--- src/pe_glue_pkg.sv ---
// Purpose: Shared constants for the pixel engine and its host bus glue
// Assumes: One clock, clk_sys at 25 MHz, synchronous active-high reset
// Notes: APB offsets are byte addresses of aligned 32-bit words
// How it works
// Granularity bit: 0 by plane, 1 by pixel
// Plane read: only one plane active drives
// Plane write: several planes may be active
// Pixel transfer: any planes, step sets packing
// Pixel buffers enabled only in pixel mode
// Buffer enables from drive enable and mode
// Software matches mode flag to next transfer
// One address sets, another clears mode
// Mode addresses always answered, never stall
// Direction from write line, inverted under acknowledge
// Nine maskable engine interrupt sources
// Signal and enabled pick share one bit
// Acknowledge cycle: code 7, upper nibble F
// Autovector and select never together, no acknowledge
// Active-low level held two clocks minimum
// Autovector answers; engine not told of cycle
// No vector register; external select offered
// Acknowledge write clears named bits, drops output
// Bits set meanwhile survive the acknowledge write
// Service routine reads status, then acknowledges
// Acknowledge without pending cause gives bus error
// Mode flag resets to by plane
package pe_glue_pkg;
  localparam logic [7:0] OFS_MODE_SET = 8'h00;
  localparam logic [7:0] OFS_MODE_CLR = 8'h04;
  localparam logic [7:0] OFS_STATUS = 8'h08;
  localparam logic [7:0] OFS_ENG_STATUS = 8'h0C;
  localparam logic [7:0] OFS_ENG_MASK = 8'h10;
  localparam logic [7:0] OFS_ENG_ACK = 8'h14;
  localparam int ST_MODE = 0;
  localparam int ST_IRQ = 1;
  localparam int ST_SPUR = 2;
  localparam int ST_MISMATCH = 3;
  localparam logic MODE_RESET = 1'b0;
  localparam logic GRAN_PLANE = 1'b0;
  localparam logic GRAN_PIXEL = 1'b1;
  localparam int INT_W = 9;
  localparam int INT_SIGPICK = 8;
  localparam logic [INT_W-1:0] MASK_RESET = 9'h000;
  localparam logic [2:0] IACK_FC = 3'h7;
  localparam logic [3:0] IACK_CODE = 4'hF;
  localparam logic SEL_MASK = 1'b0;
  localparam logic SEL_ACK = 1'b1;
  localparam int SYNC_STAGES = 2;
  typedef enum logic [1:0] {
    IK_IDLE = 2'b00,
    IK_AVEC = 2'b01,
    IK_BERR = 2'b11,
    IK_SEL = 2'b10
  } iack_st_t;
endpackage

--- src/pe_link_if.sv ---
// Purpose: Link between pixel engine and host bus glue
// Assumes: Both ends on clk_sys
// Notes: Engine drives status, irq and drive enable from flops
`timescale 1ns/10ps
interface pe_link_if;
  import pe_glue_pkg::*;
  logic buffer_drive_enable;
  logic granularity;
  logic irq_n;
  logic [INT_W-1:0] eng_status;
  logic eng_wr_stb;
  logic eng_wr_sel;
  logic [INT_W-1:0] eng_wdata;
  modport engine (
    output buffer_drive_enable, granularity, irq_n, eng_status,
    input eng_wr_stb, eng_wr_sel, eng_wdata
  );
  modport glue (
    input buffer_drive_enable, granularity, irq_n, eng_status,
    output eng_wr_stb, eng_wr_sel, eng_wdata
  );
endinterface

--- src/sync2.sv ---
// Purpose: Two-stage synchroniser for pin inputs
// Assumes: Inputs asynchronous to clk_sys
// Notes: First stage read only by second stage
`timescale 1ns/10ps
module sync2 #(
  parameter int W = 1,
  parameter logic [W-1:0] INIT = '0
) (
  input wire logic clk_sys, // System clock
  input wire logic reset, // Synchronous reset
  input wire logic [W-1:0] d, // Asynchronous input
  output logic [W-1:0] q // Synchronised output
);
  logic [W-1:0] meta_r;
  always_ff @(posedge clk_sys) begin
    if (reset) begin
      meta_r <= INIT;
      q <= INIT;
    end else begin
      meta_r <= d;
      q <= meta_r;
    end
  end
endmodule

--- src/host_bus_glue.sv ---
// Purpose: Host glue: buffer enables, direction, mode flag, interrupt decode
// Assumes: Host bus pins asynchronous; APB and link on clk_sys
// Notes: Engine is told nothing of acknowledge cycles
`timescale 1ns/10ps
module host_bus_glue
  import pe_glue_pkg::*;
#(
  parameter logic [2:0] ENGINE_LEVEL = 3'h4,
  parameter bit AUTOVEC = 1'b1
) (
  input wire logic clk_sys, // System clock
  input wire logic reset, // Synchronous reset
  pe_link_if.glue link, // Link to engine
  input wire logic psel, // APB select
  input wire logic penable, // APB enable
  input wire logic pwrite, // APB direction
  input wire logic [7:0] paddr, // APB byte address
  input wire logic [31:0] pwdata, // APB write data
  output logic pready, // APB ready
  output logic pslverr, // APB error
  output logic [31:0] prdata, // APB read data
  input wire logic as_n, // Host address strobe, low
  input wire logic [2:0] fc, // Host function code
  input wire logic [3:0] addr_19_16, // Host address 19..16
  input wire logic [2:0] addr_3_1, // Host address 3..1
  input wire logic system_write_line, // Host write line
  input wire logic data_dma_acknowledge, // Data DMA acknowledge, high
  output logic plane_buf_en_r, // By-plane buffer enable
  output logic pixel_buf_en_r, // By-pixel buffer enable
  output logic buf_dir_write_r, // Buffer direction toward display
  output logic [2:0] ipl_n_r, // Interrupt level, low
  output logic avec_n_r, // Autovector request, low
  output logic iack_sel_n_r, // Vector register select, low
  output logic berr_n_r // Bus error, low
);
  logic as_n_s;
  logic [2:0] fc_s;
  logic [3:0] ahi_s;
  logic [2:0] alvl_s;
  logic wr_s;
  logic ack_s;
  logic mode_r;
  logic spur_r;
  logic pready_r;
  logic pslverr_r;
  logic [31:0] prdata_r;
  logic eng_stb_r;
  logic eng_sel_r;
  logic [INT_W-1:0] eng_wdata_r;
  logic acc_start;
  logic acc_done;
  logic mapped;
  logic iack_hit;
  logic spur_set;
  logic [31:0] status_word;
  iack_st_t ik_r;

  //----------------------------------------
  // Pin synchronisers
  //----------------------------------------
  sync2 #(.W(12), .INIT(12'h800)) u_sync_bus (
    .clk_sys(clk_sys),
    .reset(reset),
    .d({as_n, fc, addr_19_16, addr_3_1, system_write_line}),
    .q({as_n_s, fc_s, ahi_s, alvl_s, wr_s})
  );
  sync2 #(.W(1), .INIT(1'b0)) u_sync_ack (
    .clk_sys(clk_sys),
    .reset(reset),
    .d(data_dma_acknowledge),
    .q(ack_s)
  );

  //----------------------------------------
  // APB slave
  //----------------------------------------
  always_comb begin
    acc_start = psel & penable & ~pready_r;
    acc_done = psel & penable & pready_r;
    mapped = (paddr == OFS_MODE_SET) || (paddr == OFS_MODE_CLR) ||
             (paddr == OFS_STATUS) || (paddr == OFS_ENG_STATUS) ||
             (paddr == OFS_ENG_MASK) || (paddr == OFS_ENG_ACK);
    status_word = 32'h0000_0000;
    status_word[ST_MODE] = mode_r;
    status_word[ST_IRQ] = ~link.irq_n;
    status_word[ST_SPUR] = spur_r;
    status_word[ST_MISMATCH] = link.buffer_drive_enable & (link.granularity != mode_r);
  end

  // Every mapped or unmapped access completes after one wait state
  always_ff @(posedge clk_sys) begin
    if (reset) begin
      pready_r <= 1'b0;
      pslverr_r <= 1'b0;
      prdata_r <= 32'h0000_0000;
    end else begin
      pready_r <= acc_start;
      pslverr_r <= acc_start & ~mapped;
      if (acc_start && !pwrite) begin
        case (paddr)
          OFS_STATUS: prdata_r <= status_word;
          OFS_ENG_STATUS: prdata_r <= {{(32-INT_W){1'b0}}, link.eng_status};
          default: prdata_r <= 32'h0000_0000;
        endcase
      end
    end
  end

  // Any access to set or clear address moves the flag
  always_ff @(posedge clk_sys) begin
    if (reset) begin
      mode_r <= MODE_RESET;
    end else if (acc_done && paddr == OFS_MODE_SET) begin
      mode_r <= GRAN_PIXEL;
    end else if (acc_done && paddr == OFS_MODE_CLR) begin
      mode_r <= GRAN_PLANE;
    end
  end

  always_ff @(posedge clk_sys) begin
    if (reset) begin
      eng_stb_r <= 1'b0;
      eng_sel_r <= SEL_MASK;
      eng_wdata_r <= '0;
    end else begin
      eng_stb_r <= acc_done & pwrite & ((paddr == OFS_ENG_MASK) || (paddr == OFS_ENG_ACK));
      eng_sel_r <= (paddr == OFS_ENG_ACK) ? SEL_ACK : SEL_MASK;
      eng_wdata_r <= pwdata[INT_W-1:0];
    end
  end

  // Spurious flag: set wins over write-one clear
  always_ff @(posedge clk_sys) begin
    if (reset) begin
      spur_r <= 1'b0;
    end else if (spur_set) begin
      spur_r <= 1'b1;
    end else if (acc_done && pwrite && paddr == OFS_STATUS && pwdata[ST_SPUR]) begin
      spur_r <= 1'b0;
    end
  end

  assign pready = pready_r;
  assign pslverr = pslverr_r;
  assign prdata = prdata_r;
  assign link.eng_wr_stb = eng_stb_r;
  assign link.eng_wr_sel = eng_sel_r;
  assign link.eng_wdata = eng_wdata_r;

  //----------------------------------------
  // Buffer enables and direction
  //----------------------------------------
  always_ff @(posedge clk_sys) begin
    if (reset) begin
      plane_buf_en_r <= 1'b0;
      pixel_buf_en_r <= 1'b0;
      buf_dir_write_r <= 1'b0;
    end else begin
      plane_buf_en_r <= link.buffer_drive_enable & (mode_r == GRAN_PLANE);
      pixel_buf_en_r <= link.buffer_drive_enable & (mode_r == GRAN_PIXEL);
      buf_dir_write_r <= wr_s ^ ack_s;
    end
  end

  //----------------------------------------
  // Interrupt level
  //----------------------------------------
  always_ff @(posedge clk_sys) begin
    if (reset) begin
      ipl_n_r <= 3'h7;
    end else begin
      ipl_n_r <= link.irq_n ? 3'h7 : ~ENGINE_LEVEL;
    end
  end

  //----------------------------------------
  // Acknowledge cycle decode
  //----------------------------------------
  always_comb begin
    iack_hit = ~as_n_s && fc_s == IACK_FC && ahi_s == IACK_CODE &&
               alvl_s == ENGINE_LEVEL;
    spur_set = (ik_r == IK_IDLE) && iack_hit && link.irq_n;
  end

  always_ff @(posedge clk_sys) begin
    if (reset) begin
      ik_r <= IK_IDLE;
      avec_n_r <= 1'b1;
      iack_sel_n_r <= 1'b1;
      berr_n_r <= 1'b1;
    end else begin
      case (ik_r)
        IK_IDLE: begin
          if (iack_hit && link.irq_n) begin
            ik_r <= IK_BERR;
            berr_n_r <= 1'b0;
          end else if (iack_hit && AUTOVEC) begin
            ik_r <= IK_AVEC;
            avec_n_r <= 1'b0;
          end else if (iack_hit) begin
            ik_r <= IK_SEL;
            iack_sel_n_r <= 1'b0;
          end
        end
        IK_AVEC, IK_SEL, IK_BERR: begin
          if (as_n_s) begin
            ik_r <= IK_IDLE;
            avec_n_r <= 1'b1;
            iack_sel_n_r <= 1'b1;
            berr_n_r <= 1'b1;
          end
        end
        default: begin
          ik_r <= IK_IDLE;
          avec_n_r <= 1'b1;
          iack_sel_n_r <= 1'b1;
          berr_n_r <= 1'b1;
        end
      endcase
    end
  end
endmodule

--- src/flat_wrapper.sv ---
// flat-port wrapper written by rule: the top's interface ports become plain ports
module host_bus_glue_flat import pe_glue_pkg::*;
#(
  parameter logic [2:0] ENGINE_LEVEL = 3'h4,
  parameter bit AUTOVEC = 1'b1
)
  (clk_sys, reset, psel, penable, pwrite, paddr, pwdata, pready, pslverr, prdata, as_n, fc, addr_19_16, addr_3_1, system_write_line, data_dma_acknowledge, plane_buf_en_r, pixel_buf_en_r, buf_dir_write_r, ipl_n_r, avec_n_r, iack_sel_n_r, berr_n_r, link_buffer_drive_enable, link_granularity, link_irq_n, link_eng_status, link_eng_wr_stb, link_eng_wr_sel, link_eng_wdata);
  pe_link_if link_i ();
  input wire logic clk_sys;
  input wire logic reset;
  input wire logic psel;
  input wire logic penable;
  input wire logic pwrite;
  input wire logic [7:0] paddr;
  input wire logic [31:0] pwdata;
  output logic pready;
  output logic pslverr;
  output logic [31:0] prdata;
  input wire logic as_n;
  input wire logic [2:0] fc;
  input wire logic [3:0] addr_19_16;
  input wire logic [2:0] addr_3_1;
  input wire logic system_write_line;
  input wire logic data_dma_acknowledge;
  output logic plane_buf_en_r;
  output logic pixel_buf_en_r;
  output logic buf_dir_write_r;
  output logic [2:0] ipl_n_r;
  output logic avec_n_r;
  output logic iack_sel_n_r;
  output logic berr_n_r;
  input wire logic [$bits(link_i.buffer_drive_enable)-1:0] link_buffer_drive_enable;
  input wire logic [$bits(link_i.granularity)-1:0] link_granularity;
  input wire logic [$bits(link_i.irq_n)-1:0] link_irq_n;
  input wire logic [$bits(link_i.eng_status)-1:0] link_eng_status;
  output wire logic [$bits(link_i.eng_wr_stb)-1:0] link_eng_wr_stb;
  output wire logic [$bits(link_i.eng_wr_sel)-1:0] link_eng_wr_sel;
  output wire logic [$bits(link_i.eng_wdata)-1:0] link_eng_wdata;
  assign link_i.buffer_drive_enable = link_buffer_drive_enable;
  assign link_i.granularity = link_granularity;
  assign link_i.irq_n = link_irq_n;
  assign link_i.eng_status = link_eng_status;
  assign link_eng_wr_stb = link_i.eng_wr_stb;
  assign link_eng_wr_sel = link_i.eng_wr_sel;
  assign link_eng_wdata = link_i.eng_wdata;
  host_bus_glue #(.ENGINE_LEVEL(ENGINE_LEVEL), .AUTOVEC(AUTOVEC)) u_core (.clk_sys(clk_sys), .reset(reset), .link(link_i), .psel(psel), .penable(penable), .pwrite(pwrite), .paddr(paddr), .pwdata(pwdata), .pready(pready), .pslverr(pslverr), .prdata(prdata), .as_n(as_n), .fc(fc), .addr_19_16(addr_19_16), .addr_3_1(addr_3_1), .system_write_line(system_write_line), .data_dma_acknowledge(data_dma_acknowledge), .plane_buf_en_r(plane_buf_en_r), .pixel_buf_en_r(pixel_buf_en_r), .buf_dir_write_r(buf_dir_write_r), .ipl_n_r(ipl_n_r), .avec_n_r(avec_n_r), .iack_sel_n_r(iack_sel_n_r), .berr_n_r(berr_n_r));
endmodule
--- config.mk ---
export PLATFORM = sky130hd
export DESIGN_NAME = host_bus_glue_flat
export DESIGN_NICKNAME = d
export VERILOG_FILES = /design/src/pe_glue_pkg.sv /design/src/pe_link_if.sv /design/src/sync2.sv /design/src/host_bus_glue.sv /design/src/flat_wrapper.sv
export SDC_FILE = /design/constraint.sdc
export NUM_CORES = 1
export LEC_CHECK = 0
export BUFFER_PORTS_ARGS = -buffer_cell sky130_fd_sc_hd__buf_4
export CAP_MARGIN = 20
export CELL_PAD_IN_SITES_DETAIL_PLACEMENT = 1
export CELL_PAD_IN_SITES_GLOBAL_PLACEMENT = 1
export CORE_MARGIN = 2
export CORE_UTILIZATION = 30
export CTS_CLUSTER_SIZE = 10
export DETAILED_ROUTE_END_ITERATION = 16
export GPL_TIMING_DRIVEN = 0
export MAX_ROUTING_LAYER = met4
export PLACE_DENSITY_LB_ADDON = 0.3
export SKIP_CTS_REPAIR_TIMING = 1
export SYNTH_ARGS = -nofsm -noshare
export SYNTH_HDL_FRONTEND = slang
export SYNTH_SLANG_ARGS = --single-unit
--- constraint.sdc ---
create_clock -name clk_sys -period 2.2 [get_ports clk_sys]
set_input_delay 0.11 -clock clk_sys [delete_from_list [all_inputs] [get_ports clk_sys]]
set_output_delay 0.11 -clock clk_sys [all_outputs]
set_load 0.05 [all_outputs]
==> run summary, run 1 <==
The run finished, with violations left. The checks that failed: negative hold slack. The logs give 0.127 for the global-route usage over all layers and 0 for the number of max-capacitance violations reported. The synthesized netlist occupies a cell area of 2050 sq um. The run gives 0 as the number of antenna violations at the first check in global routing. The logs give 2130 um for the met2 wire length and 1.44 nW for the static leakage power. For the number of DRC markers in iteration 0, the log shows 33. The overflow left after global routing was 0. Measured along the y axis, the die boundary spans 86.7 um.

The die covers 7510 sq um. The mux contribution to synthesized area was 0.00977; the number of routed nets with antenna violations was 0. The maximum VDD drop was 0.244 mV; the die width was 86.7 um. The routed design uses 365 um of met3 wire. The logs give 0.676 for the last weighted congestion value of the routability-driven placer and 0.401 for the fraction of power consumed by the clock network. The worst path meets setup with 0.429 ns of slack. The tools report the H-tree depth as 3.

The number of CTS-inserted buffers was 9. For the worst-skew pair, the clock arrives at the later sink with an insertion delay of 0.33 ns. The detailed router put a total of 1890 um of wire on met1.

Setup repair after global routing left no endpoint under its margin. Final wirelength: 4430 um. For this run, the leading register cell type out of synthesis is sky130_fd_sc_hd__dfxtp_1. The count of fill cells added during filler insertion was 801; the flip-flop and latch area was 1160 sq um. After routing the design area is 3090 sq um.

Share of the synthesized area in the top cell type: 0.567. The first TritonRoute pass finished after 3 iterations. By area the synthesized netlist is led by sky130_fd_sc_hd__dfxtp_1, sky130_fd_sc_hd__nor2b_1, sky130_fd_sc_hd__buf_4. The period utilization is 0.805. The number of placed instances, taps included, is 380. The core region is 6720 sq um. Sequential fraction of the synthesis area: 0.567. Leaving out filler cells and counting taps, the final layout contains 405. The largest area contributor in the netlist was sky130_fd_sc_hd__dfxtp_1.

The tools report the worst-case headroom to the max-slew limit as 0.609. The worst-case reg-to-reg path depth came out at 4. The tools report the setup TNS after final layout as 0 ns.

The tools report the cell at the root of the clock tree as sky130_fd_sc_hd__clkbuf_8. The post-synthesis adder-cell area fraction works out to 0. The number of global-route vias before repair was 1605; the mean instance size in the synthesized netlist was 10.1 sq um. Ranked by instance count, the synthesized netlist is headed by sky130_fd_sc_hd__dfxtp_1, sky130_fd_sc_hd__nor2b_1, sky130_fd_sc_hd__buf_4. Path type of the worst min-delay path: input port to flop. The dominant combinational cell family by area after synthesis is simple AND/OR/NAND/NOR gates. For the data arrival at the endpoint of the critical path, the log shows 1.98 ns. The placement-stage cell area was 2800 sq um; the xor-xnor portion of the synthesized cell area was 0.00855. For this design the top-level I/O count stands at 124.

The tools report the post-detailed-placement half-perimeter wirelength as 3420 um. The utilization of the core after routing is 0.460, and the number of enable-type register cells in the synthesized netlist is 0. Detailed routing inserted a total of 1632 vias. The data required time of the critical path was 2.41 ns; the synthesis-to-layout area growth was 50.7%.

Dividing the detail-routed wire length by the instance count gives 10.9 um. The net switching share of the total power is 0.262, and the setup slack after placement is 0.423 ns. Kind of start point of the critical path: a flop. The worst setup path is of the flop to flop kind.

The tools report the effective utilization at floorplan as 0.305. The highest clock rate came out at 0.565 GHz. The post-synthesis share of cell area spent on and, or, nand and nor gates was 0.250. The worst path needs 1.77 ns of the cycle, external delays included.

Counting distinct cell types in the post-synthesis netlist gives 37. The highest metal layer carrying signal wires in the routed design is met4. The clock passes through at most 2 buffers.

The multi-input combinational cells in the finished layout cover a total of 749 sq um. The worst hold slack after final layout came out at -0.00938 ns. The tools report the DRC violation count after routing as 0. Number of sinks handled by clock tree synthesis: 58. For this design the total switching power over the nets is 632 uW. Setup violations remaining at the end of the flow were counted as 0. The count of state elements after synthesis is 58, and the power share of the combinational group is 0.145. TritonCTS built the clock tree.

The total chip power is 2.41 mW, and the slew at the pin closest to its max-slew limit is 0.579 ns. Dividing the detail-routed via count by the number of cells gives 4.03. Between clock sinks in the finished design, the worst skew comes to 0.00533 ns.

The worst setup path is captured at a flop. Of all nets on the critical path, the largest fanout is 3. Synthesis produced 202 cells. The first global-routing pass estimated 7200 um of wire. The final layout net count is 390, and the post-synthesis compound-gate area fraction is 0.0501.

The floorplan has 30 rows. Port buffering added 74 buffers. Among all cell types in the netlist, the one instantiated most often is sky130_fd_sc_hd__dfxtp_1. Counting instances, the worst hold path has a depth of 2.

The areal power density over the cells was 780 nW/um^2; the final count of pins violating max slew was 0. The logs give 0.454 for the part of the power in registers and 12 for the maximum number of pins on one net before global-route repair. Cell internal power was estimated by the tool at 1.78 mW. The fraction of registers with async set or reset after synthesis was 0; the share of layout cells above drive strength 1 was 0.378. The number of antenna repair diodes is 0, and the total of warnings raised by yosys is 0. The number of hold violations in the final report was 6; the clock-pin slew of the registers on the worst-case setup and hold paths was 0.07 ns.
[power groups by stage]
| stage | combinational (mW) | sequential [mW] | clock [mW] |
|---|---|---|---|
| 6_report | 0.349 | 1.10 | 0.966 |
| 5_1_grt | 0.373 | 1.10 | 1.05 |
| 4_1_cts | 0.337 | 1.10 | 1.01 |
| 3_5_place_dp | 0.336 | 1.12 | 0 |
| 3_3_place_gp | 0.333 | 1.12 | 0 |
| 2_1_floorplan | 0.185 | 1.16 | 0 |
[flip-flops by register name, indices dropped and copies added (netlist names), 2 cells and up]
register and cells:
u_core.ik_r 2, u_core.link.eng_wdata 9, u_core.prdata 9, u_core.u_sync_bus.meta_r 12
u_core.u_sync_bus.q 12
[worst max-delay path, stage by stage (launching register included)]
cell	delay (ns)
sky130_fd_sc_hd__dfxtp_1	0.30
sky130_fd_sc_hd__or3b_1	0.38
sky130_fd_sc_hd__or4_4	0.44
sky130_fd_sc_hd__or3b_4	0.40
sky130_fd_sc_hd__a21boi_1	0.13
[path summary, 6_finish.rpt]
path                                                         startpoint                                      to  slack [ns]
worst min register to register  u_core.u_sync_bus.meta_r[11]$_SDFF_PP1_      u_core.u_sync_bus.q[11]$_SDFF_PP1_        0.41
worst min-delay path                                      addr_19_16[3]  u_core.u_sync_bus.meta_r[7]$_SDFF_PP0_      -0.009
worst max register to register        u_core.u_sync_bus.q[2]$_SDFF_PP0_            u_core.berr_n_r$_SDFFE_PP1P_        0.43
worst max-delay path                  u_core.u_sync_bus.q[2]$_SDFF_PP0_            u_core.berr_n_r$_SDFFE_PP1P_        0.43
[cell usage in the layout (no fill, tap or decap), drive strengths merged, types with 3 or more instances in the layout]
cell type | Yosys | routed
a21oi | 3 | 3
buf | 27 | 101
clkbuf | 5 | 15
clkinvlp | 0 | 3
conb | 2 | 26
dfxtp | 58 | 58
dlygate4sd3 | 0 | 9
inv | 3 | 3
nand2 | 20 | 20
nor2 | 7 | 7
nor2b | 33 | 33
o21ai | 10 | 10
or2 | 4 | 4
[layer usage]
layer  vias up  GRT usage
met5         -          -
met4         0     0.0341
met3         6     0.0467
met2        68      0.205
met1       724      0.150
li1        834          -
[cell families after synthesis]
logic type             after synthesis
AO/OA/AOI/OAI                       18
other                                2
buffers and inverters               35
flip-flops                          58
XOR/XNOR                             2
AND/OR/NAND/NOR                     85
multiplexers                         2
[area by class of cell]
type                            instances  share of cell area
Buffer                                 32              0.0705
Clock buffer                           10              0.0446
Clock inverter                          6              0.0215
Inverter                                3             0.00365
Multi-Input combinational cell        133               0.243
Sequential cell                        58               0.376
Tap cell                               80              0.0324
Timing Repair Buffer                   83               0.209
Note: power is estimated with default switching activity, not from simulation.
==> inputs of run 2 (changes only) <==
--- a/config.mk
+++ b/config.mk
@@ -10,7 +10,7 @@
 export CELL_PAD_IN_SITES_DETAIL_PLACEMENT = 1
 export CELL_PAD_IN_SITES_GLOBAL_PLACEMENT = 1
 export CORE_MARGIN = 2
-export CORE_UTILIZATION = 30
+export CORE_UTILIZATION = 27
 export CTS_CLUSTER_SIZE = 10
 export DETAILED_ROUTE_END_ITERATION = 16
 export GPL_TIMING_DRIVEN = 0
==> constraint.sdc (replaced) <==
create_clock -name clk_sys -period 1.54 [get_ports clk_sys]
set_input_delay 0.077 -clock clk_sys [delete_from_list [all_inputs] [get_ports clk_sys]]
set_output_delay 0.077 -clock clk_sys [all_outputs]
set_load 0.05 [all_outputs]
==> run summary, run 2 (synthesized netlist as in run 1, its figures left out) <==
The run finished, with violations left. Violations in the final reports: negative setup slack (was negative hold slack). For the switching component of the power, the log shows 947 uW (was 632 uW).

The tools report the part of the power in registers as 0.429 (was 0.454). The slew at the pin closest to its max-slew limit came out at 0.580 ns (was 0.579 ns). Number of vias after detailed routing: 1703 (was 1632). The global-route usage over all layers is 0.113 (was 0.127). The path type of the worst min-delay path was input port to flop (unchanged). The tools report the post-detailed-placement half-perimeter wirelength as 3450 um (was 3420 um). The cell family with the largest share of critical-path delay was simple AND/OR/NAND/NOR gates (unchanged). The share of layout cells above drive strength 1 works out to 0.371 (was 0.378). The cell at the slowest stage of the critical path is sky130_fd_sc_hd__or4_4 (unchanged).

The run gives 13 (was 12) as the maximum number of pins on one net before global-route repair. The run gives 4650 um (was 4430 um) as the final wirelength. The clock-pin slew of the registers on the worst-case setup and hold paths was 0.07 ns (about the same); the power share of the combinational group was 0.145 (about the same). The run gives 1.96 ns (was 1.98 ns) as the data arrival at the endpoint of the critical path. The logs give 23 (was 33) for the number of DRC markers in iteration 0 and 0.00898 ns (was -0.00938 ns) for the worst hold slack after final layout. The setup slack after layout came out at -0.216 ns (was 0.429 ns).

The static leakage power is 1.51 nW (was 1.44 nW), and the number of CTS-inserted buffers is 9 (unchanged). The number of optimization iterations in the first detailed-route pass is 3 (unchanged). The H-tree depth is 3 (unchanged), and the period utilization is 1.14 (was 0.805). The logs give 0 (unchanged) for the DRC violation count after routing and 0 (unchanged) for the overflow left after global routing. The kind of end point of the critical path is a flop (unchanged). The vertical die dimension was 91.1 um (was 86.7 um). The count of buffering cells on the critical path with inverters included is 0 (unchanged).

The kind of start point of the critical path is a flop (unchanged). The tools report the number of sinks handled by clock tree synthesis as 58 (unchanged). The run gives 1574 (was 1605) as the number of global-route vias before repair. The number of input and output port buffers inserted is 74 (unchanged). Leading cell types in the layout, fill and taps excluded: sky130_fd_sc_hd__buf_4, sky130_fd_sc_hd__dfxtp_1, sky130_fd_sc_hd__nor2b_1 (unchanged).

The average detailed-routed wire length per instance is 10.6 um (was 10.9 um), and the stage delay of the slowest cell on the critical path is 0.44 ns (about the same). For the maximum VDD drop, the log shows 0.465 mV (was 0.244 mV). Setup repair after global routing could not meet its margin everywhere. The start-to-end type of the worst setup path is flop to flop (unchanged). The number of antenna violations at the first check in global routing was 0 (unchanged); the number of hold violations in the final report was 0 (was 6).

The run gives 2 (unchanged) as the worst-case clock buffer depth. The final layout net count came out at 405 (was 390). The setup slack after placement was -0.228 ns (was 0.423 ns); the insertion delay of the later-clocked pin in the worst-skew pair was 0.32 ns (was 0.33 ns).

TritonCTS built the clock tree. The final setup violation count was 3 (was 0). The post-layout minimum cycle time came out at 1.76 ns (was 1.77 ns).

The number of max-capacitance violations reported was 0 (unchanged). The via count normalized by instance count works out to 3.88 (was 4.03). Top Registers: u_core.u_sync_bus.meta_r (12), u_core.u_sync_bus.q (12) (unchanged). The number of primary I/O pins is 124 (unchanged), and the total internal power is 2.70 mW (was 1.78 mW).

The synthesis-to-layout area growth was 60.6% (was 50.7%); the worst-case headroom to the max-slew limit was 0.612 (was 0.609). The highest clock rate is 0.570 GHz (was 0.565 GHz). The data required time of the critical path was 1.74 ns (was 2.41 ns). The run gives 0 (unchanged) as the number of routed nets with antenna violations.

Ordered list of cells on the worst path: or3b_1 -> or4_4 -> or3b_4 -> a21boi_1 (unchanged). The run gives 7230 um (was 7200 um) as the global-route wire length before repair. The final clock skew came out at 0.00640 ns (was 0.00533 ns). The die width came out at 91.1 um (was 86.7 um). The tools report the final count of pins violating max slew as 0 (unchanged). The net switching share of the total power came out at 0.260 (was 0.262). The tools report the last weighted congestion value of the routability-driven placer as 0.744 (was 0.676). The cell at the root of the clock tree is sky130_fd_sc_hd__clkbuf_8 (unchanged). The placeable core area came out at 7290 sq um (was 6720 sq um).

The areal power density over the cells came out at 1110 nW/um^2 (was 780 nW/um^2). The effective utilization at floorplan was 0.281 (was 0.305); the floorplan die area was 8300 sq um (was 7510 sq um). The fraction of power consumed by the clock network was 0.426 (was 0.401). The leading cell type in the layout, fill and taps excluded was sky130_fd_sc_hd__buf_4 (unchanged). For the number of cell rows, the log shows 31 (was 30). The largest fanout on the critical path is 3 (unchanged), and the number of antenna repair diodes is 0 (unchanged).
==> run 2: changes by cell type in the layout (fill, tap and decap cells not counted) <==
cell / change
sky130_fd_sc_hd__dlygate4sd3_1: +14
sky130_fd_sc_hd__inv_6: +2
sky130_fd_sc_hd__buf_4: +1
sky130_fd_sc_hd__bufinv_16: +1
sky130_fd_sc_hd__clkbuf_8: -1
sky130_fd_sc_hd__clkinv_2: -1
sky130_fd_sc_hd__clkinvlp_4: -1
sky130_fd_sc_hd__nand2_1: -1
sky130_fd_sc_hd__nand2_2: +1
sky130_fd_sc_hd__nor4bb_1: -1
sky130_fd_sc_hd__nor4bb_2: +1
==> run 2: cell type report <==
cell class | instances | area, sq um
fill | 873 | 4000
buffer | 32 | 218
clock inverter | 7 | 101
timing repair buffer | 98 | 793
sequential | 58 | 1160
clock buffer | 9 | 124
tap | 99 | 124
multi-input combinational | 133 | 758
inverter | 3 | 11.3
==> run 2: through the flow <==
| stage | instance area [sq um] | util | instances | TNS (ns) | power [mW] |
|---|---|---|---|---|---|
| 2_1_floorplan | 2140 | - | 226 | -0.157 | 1.93 |
| 3_3_place_gp | 2820 | 0.387 | 399 | -1.15 | 2.07 |
| 3_5_place_dp | 2820 | 0.387 | 399 | -1.28 | 2.08 |
| 4_1_cts | 3040 | 0.417 | 415 | -1.28 | 3.66 |
| 5_1_grt | 3290 | 0.451 | 439 | -0.854 | 3.84 |
| 6_report | 3290 | 0.451 | 439 | -0.640 | 3.64 |
==> run 2: per-layer routing <==
metal	track usage	part of all wire	vias to the layer above
met1	0.126	0.43	776
met4	0.0530	0.010	0
met2	0.183	0.50	58
li1	-	-	864
met5	-	0	-
met3	0.0398	0.068	5
==> run 2: worst register-to-register path: cells and delay by family, from the launching register on <==
kind	cells	cell delay (ns)
AND/OR/NAND/NOR	3	1.21
flip-flops	1	0.30
AO/OA/AOI/OAI	1	0.13
==> run 2: worst paths after layout <==
path                                             end  cells past startpoint                                     from  slack, ns
setup reg to reg        u_core.berr_n_r$_SDFFE_PP1P_                      4        u_core.u_sync_bus.q[2]$_SDFF_PP0_      -0.22
setup / recovery        u_core.berr_n_r$_SDFFE_PP1P_                      4        u_core.u_sync_bus.q[2]$_SDFF_PP0_      -0.22
hold / removal      u_core.pixel_buf_en_r$_SDFF_PP0_                      2                 link_buffer_drive_enable      0.009
hold reg to reg   u_core.u_sync_bus.q[11]$_SDFF_PP1_                      1  u_core.u_sync_bus.meta_r[11]$_SDFF_PP1_       0.41
==> run 2: power groups by stage <==
stage               sequential (mW)  combinational [mW]  clock [mW]
floorplan                      1.66               0.265           0
global placement               1.60               0.477           0
detailed placement             1.60               0.481           0
CTS                            1.56               0.482        1.62
global route                   1.57               0.562        1.71
finish                         1.56               0.529        1.55
==> inputs of run 3 (changes only) <==
--- a/config.mk
+++ b/config.mk
@@ -9,11 +9,12 @@
 export CAP_MARGIN = 20
 export CELL_PAD_IN_SITES_DETAIL_PLACEMENT = 1
 export CELL_PAD_IN_SITES_GLOBAL_PLACEMENT = 1
-export CORE_MARGIN = 2
+export CORE_MARGIN = 4
 export CORE_UTILIZATION = 27
 export CTS_CLUSTER_SIZE = 10
 export DETAILED_ROUTE_END_ITERATION = 16
 export GPL_TIMING_DRIVEN = 0
+export HOLD_SLACK_MARGIN = 0.03
 export MAX_ROUTING_LAYER = met4
 export PLACE_DENSITY_LB_ADDON = 0.3
 export SKIP_CTS_REPAIR_TIMING = 1
==> run summary, run 3 (synthesized netlist as in run 1, its figures left out) <==
The run finished, with violations left. Violations in the final reports: negative setup slack (unchanged). The run gives 0 (unchanged) as the number of antenna repair diodes. The tools report the number of sinks handled by clock tree synthesis as 58 (unchanged).

The start-to-end type of the worst setup path was flop to flop (unchanged). The overflow left after global routing came out at 0 (unchanged). The tools report the maximum VDD drop as 0.489 mV (was 0.465 mV). The final cell count without fillers is 445 (was 439). The run gives 124 (unchanged) as the number of primary I/O pins.

The highest clock rate is 0.566 GHz (was 0.570 GHz), and the total internal power is 2.69 mW (was 2.70 mW). The tools report the count of fill cells added during filler insertion as 826 (was 873). The average detailed-routed wire length per instance was 11.1 um (was 10.6 um); the period utilization was 1.15 (was 1.14). The tools report the final count of pins violating max slew as 0 (unchanged). The flip-flop and latch area was 1160 sq um (unchanged). The startpoint of the worst-slack reg-to-reg timing path was u_core.u_sync_bus.q[2]$_SDFF_PP0_ (unchanged).

The run gives 0 (unchanged) as the number of max-capacitance violations reported. The run gives 7250 um (was 7230 um) as the global-route wire length before repair. The maximum number of pins on one net before global-route repair came out at 12 (was 13).

The number of cells traversed by the worst hold path is 3 (was 2). The number of cell rows is 31 (unchanged). The run gives 0.00434 ns (was 0.00640 ns) as the final clock skew. The clock-pin slew of the registers on the worst-case setup and hold paths came out at 0.07 ns (about the same). The tools report the startpoint of the worst setup timing path as u_core.u_sync_bus.q[2]$_SDFF_PP0_ (unchanged). The register-to-register setup slack was -0.23 ns (was -0.22 ns). Part of the power in registers: 0.431 (was 0.429).

For the switching component of the power, the log shows 940 uW (was 947 uW). For the worst-case headroom to the max-slew limit, the log shows 0.631 (was 0.612). Capture instance of the worst register-to-register path: u_core.berr_n_r$_SDFFE_PP1P_ (unchanged).

The tools report the effective utilization at floorplan as 0.280 (was 0.281). The leading cell type in the layout, fill and taps excluded was sky130_fd_sc_hd__buf_4 (unchanged). The floorplan die area is 9050 sq um (was 8300 sq um), and the fraction of power consumed by the clock network is 0.421 (was 0.426). For the number of DRC markers in iteration 0, the log shows 21 (was 23).

The tools report the kind of end point of the critical path as a flop (unchanged). For the final wirelength, the log shows 4960 um (was 4650 um). TritonCTS built the clock tree. Placeable core area: 7330 sq um (was 7290 sq um).

The number of global-route vias before repair is 1533 (was 1574), and the die width is 95.1 um (was 91.1 um). The cell at the root of the clock tree is sky130_fd_sc_hd__clkbuf_8 (unchanged). Capture endpoint of the worst hold path: u_core.prdata[4]$_SDFFE_PP0P_ (was u_core.pixel_buf_en_r$_SDFF_PP0_).

The data arrival at the endpoint of the critical path is 1.98 ns (was 1.96 ns), and the areal power density over the cells is 1090 nW/um^2 (was 1110 nW/um^2). The number of antenna violations at the first check in global routing is 0 (unchanged). For the utilization of the core after routing, the log shows 0.456 (was 0.451). Leading cell types in the layout, fill and taps excluded: sky130_fd_sc_hd__buf_4, sky130_fd_sc_hd__dfxtp_1, sky130_fd_sc_hd__nor2b_1 (unchanged).

The worst-case clock buffer depth is 2 (unchanged), and the share of layout cells above drive strength 1 is 0.367 (was 0.371). The DRC violation count after routing came out at 0 (unchanged). The startpoint of the lowest-slack hold path is link_eng_status[4] (was link_buffer_drive_enable).

The tools report the area used by multi-input combinational logic as 758 sq um (unchanged). Top Registers: u_core.u_sync_bus.meta_r (12), u_core.u_sync_bus.q (12) (unchanged). The power share of the combinational group is 0.149 (was 0.145).

The number of optimization iterations in the first detailed-route pass came out at 4 (was 3). The net switching share of the total power came out at 0.259 (was 0.260). The via count normalized by instance count came out at 3.87 (was 3.88). The kind of start point of the critical path was a flop (unchanged). The slew at the pin closest to its max-slew limit is 0.553 ns (was 0.580 ns), and the static leakage power is 1.53 nW (was 1.51 nW).

Vertical die dimension: 95.1 um (was 91.1 um). Largest fanout on the critical path: 3 (unchanged). Number of vias after detailed routing: 1723 (was 1703). Insertion delay of the later-clocked pin in the worst-skew pair: 0.33 ns (was 0.32 ns). The last weighted congestion value of the routability-driven placer is 0.689 (was 0.744), and the data required time of the critical path is 1.75 ns (was 1.74 ns). The number of input and output port buffers inserted was 74 (unchanged); the number of hold violations in the final report was 0 (unchanged). Setup repair after global routing could not meet its margin everywhere. Synthesis-to-layout area growth: 63.0% (was 60.6%).

The logs give 3550 um (was 3450 um) for the post-detailed-placement half-perimeter wirelength and 9 (unchanged) for the number of CTS-inserted buffers. H-tree depth: 3 (unchanged). The path type of the worst min-delay path was input port to flop (unchanged). The setup slack after layout was -0.227 ns (was -0.216 ns).

The number of routed nets with antenna violations was 0 (unchanged); the worst-case reg-to-reg path depth was 4 (unchanged). The final setup violation count was 3 (unchanged); the final layout net count was 411 (was 405). For the placed cell count, the log shows 399 (unchanged).

The post-layout minimum cycle time was 1.77 ns (was 1.76 ns). The global-route usage over all layers came out at 0.110 (was 0.113).
run 3: cell types whose count changed in the layout (fill, tap and decap cells not counted):
| cell | previous run | this run |
|---|---|---|
| sky130_fd_sc_hd__buf_4 | 101 | 102 |
| sky130_fd_sc_hd__clkinv_2 | 0 | 2 |
| sky130_fd_sc_hd__dlygate4sd3_1 | 23 | 28 |
| sky130_fd_sc_hd__inv_6 | 2 | 0 |
run 3: layer usage:
| metal | routed length, um | part of all wire | track usage |
|---|---|---|---|
| met1 | 2070 | 0.42 | 0.124 |
| met2 | 2410 | 0.48 | 0.169 |
| met3 | 374 | 0.075 | 0.0387 |
| met4 | 106 | 0.021 | 0.0613 |
| met5 | 0 | 0 | - |
run 3: how the worst max path moves through the flow:
stage                                    to  slack, ns  depth (start not counted)
3_3_place_gp   u_core.berr_n_r$_SDFFE_PP1P_      -0.21                          4
6_report       u_core.berr_n_r$_SDFFE_PP1P_      -0.23                          4
5_1_grt        u_core.berr_n_r$_SDFFE_PP1P_      -0.29                          4
3_5_place_dp   u_core.berr_n_r$_SDFFE_PP1P_      -0.21                          4
4_1_cts        u_core.berr_n_r$_SDFFE_PP1P_      -0.23                          4
2_1_floorplan  u_core.berr_n_r$_SDFFE_PP1P_      -0.14                          4
run 3: final cells by class:
cell class / instances / share of cell area
Sequential cell: 58 / 0.348
Tap cell: 99 / 0.0371
Clock buffer: 9 / 0.0371
Multi-Input combinational cell: 133 / 0.227
Clock inverter: 7 / 0.0281
Timing Repair Buffer: 104 / 0.255
Inverter: 3 / 0.00337
Buffer: 32 / 0.0652
run 3: power groups by stage:
stage / clock network, mW / registers [mW] / logic [mW]
after floorplan: 0 / 1.66 / 0.265
after global placement: 0 / 1.60 / 0.477
after detailed placement: 0 / 1.60 / 0.481
after CTS: 1.58 / 1.56 / 0.482
after global routing: 1.66 / 1.57 / 0.579
final: 1.53 / 1.56 / 0.539
run 3: critical path, stage by stage, from the launching register on:
cell and delay (ns):
sky130_fd_sc_hd__dfxtp_1 0.30, sky130_fd_sc_hd__or3b_1 0.37, sky130_fd_sc_hd__or4_4 0.44, sky130_fd_sc_hd__or3b_4 0.40, sky130_fd_sc_hd__a21boi_1 0.13
run 3: metrics by stage:
step                TNS (ns)  area, sq um  power, mW  worst slack (ns)  hold WS [ns]
floorplan             -0.157         2140       1.93            -0.137         0.181
CTS                    -1.29         3040       3.63            -0.230       -0.0783
global route          -0.732         3340       3.81            -0.287        0.0300
global placement       -1.18         2820       2.07            -0.215         0.276
detailed placement     -1.26         2820       2.08            -0.214         0.279
finish                -0.529         3340       3.63            -0.227       0.00900
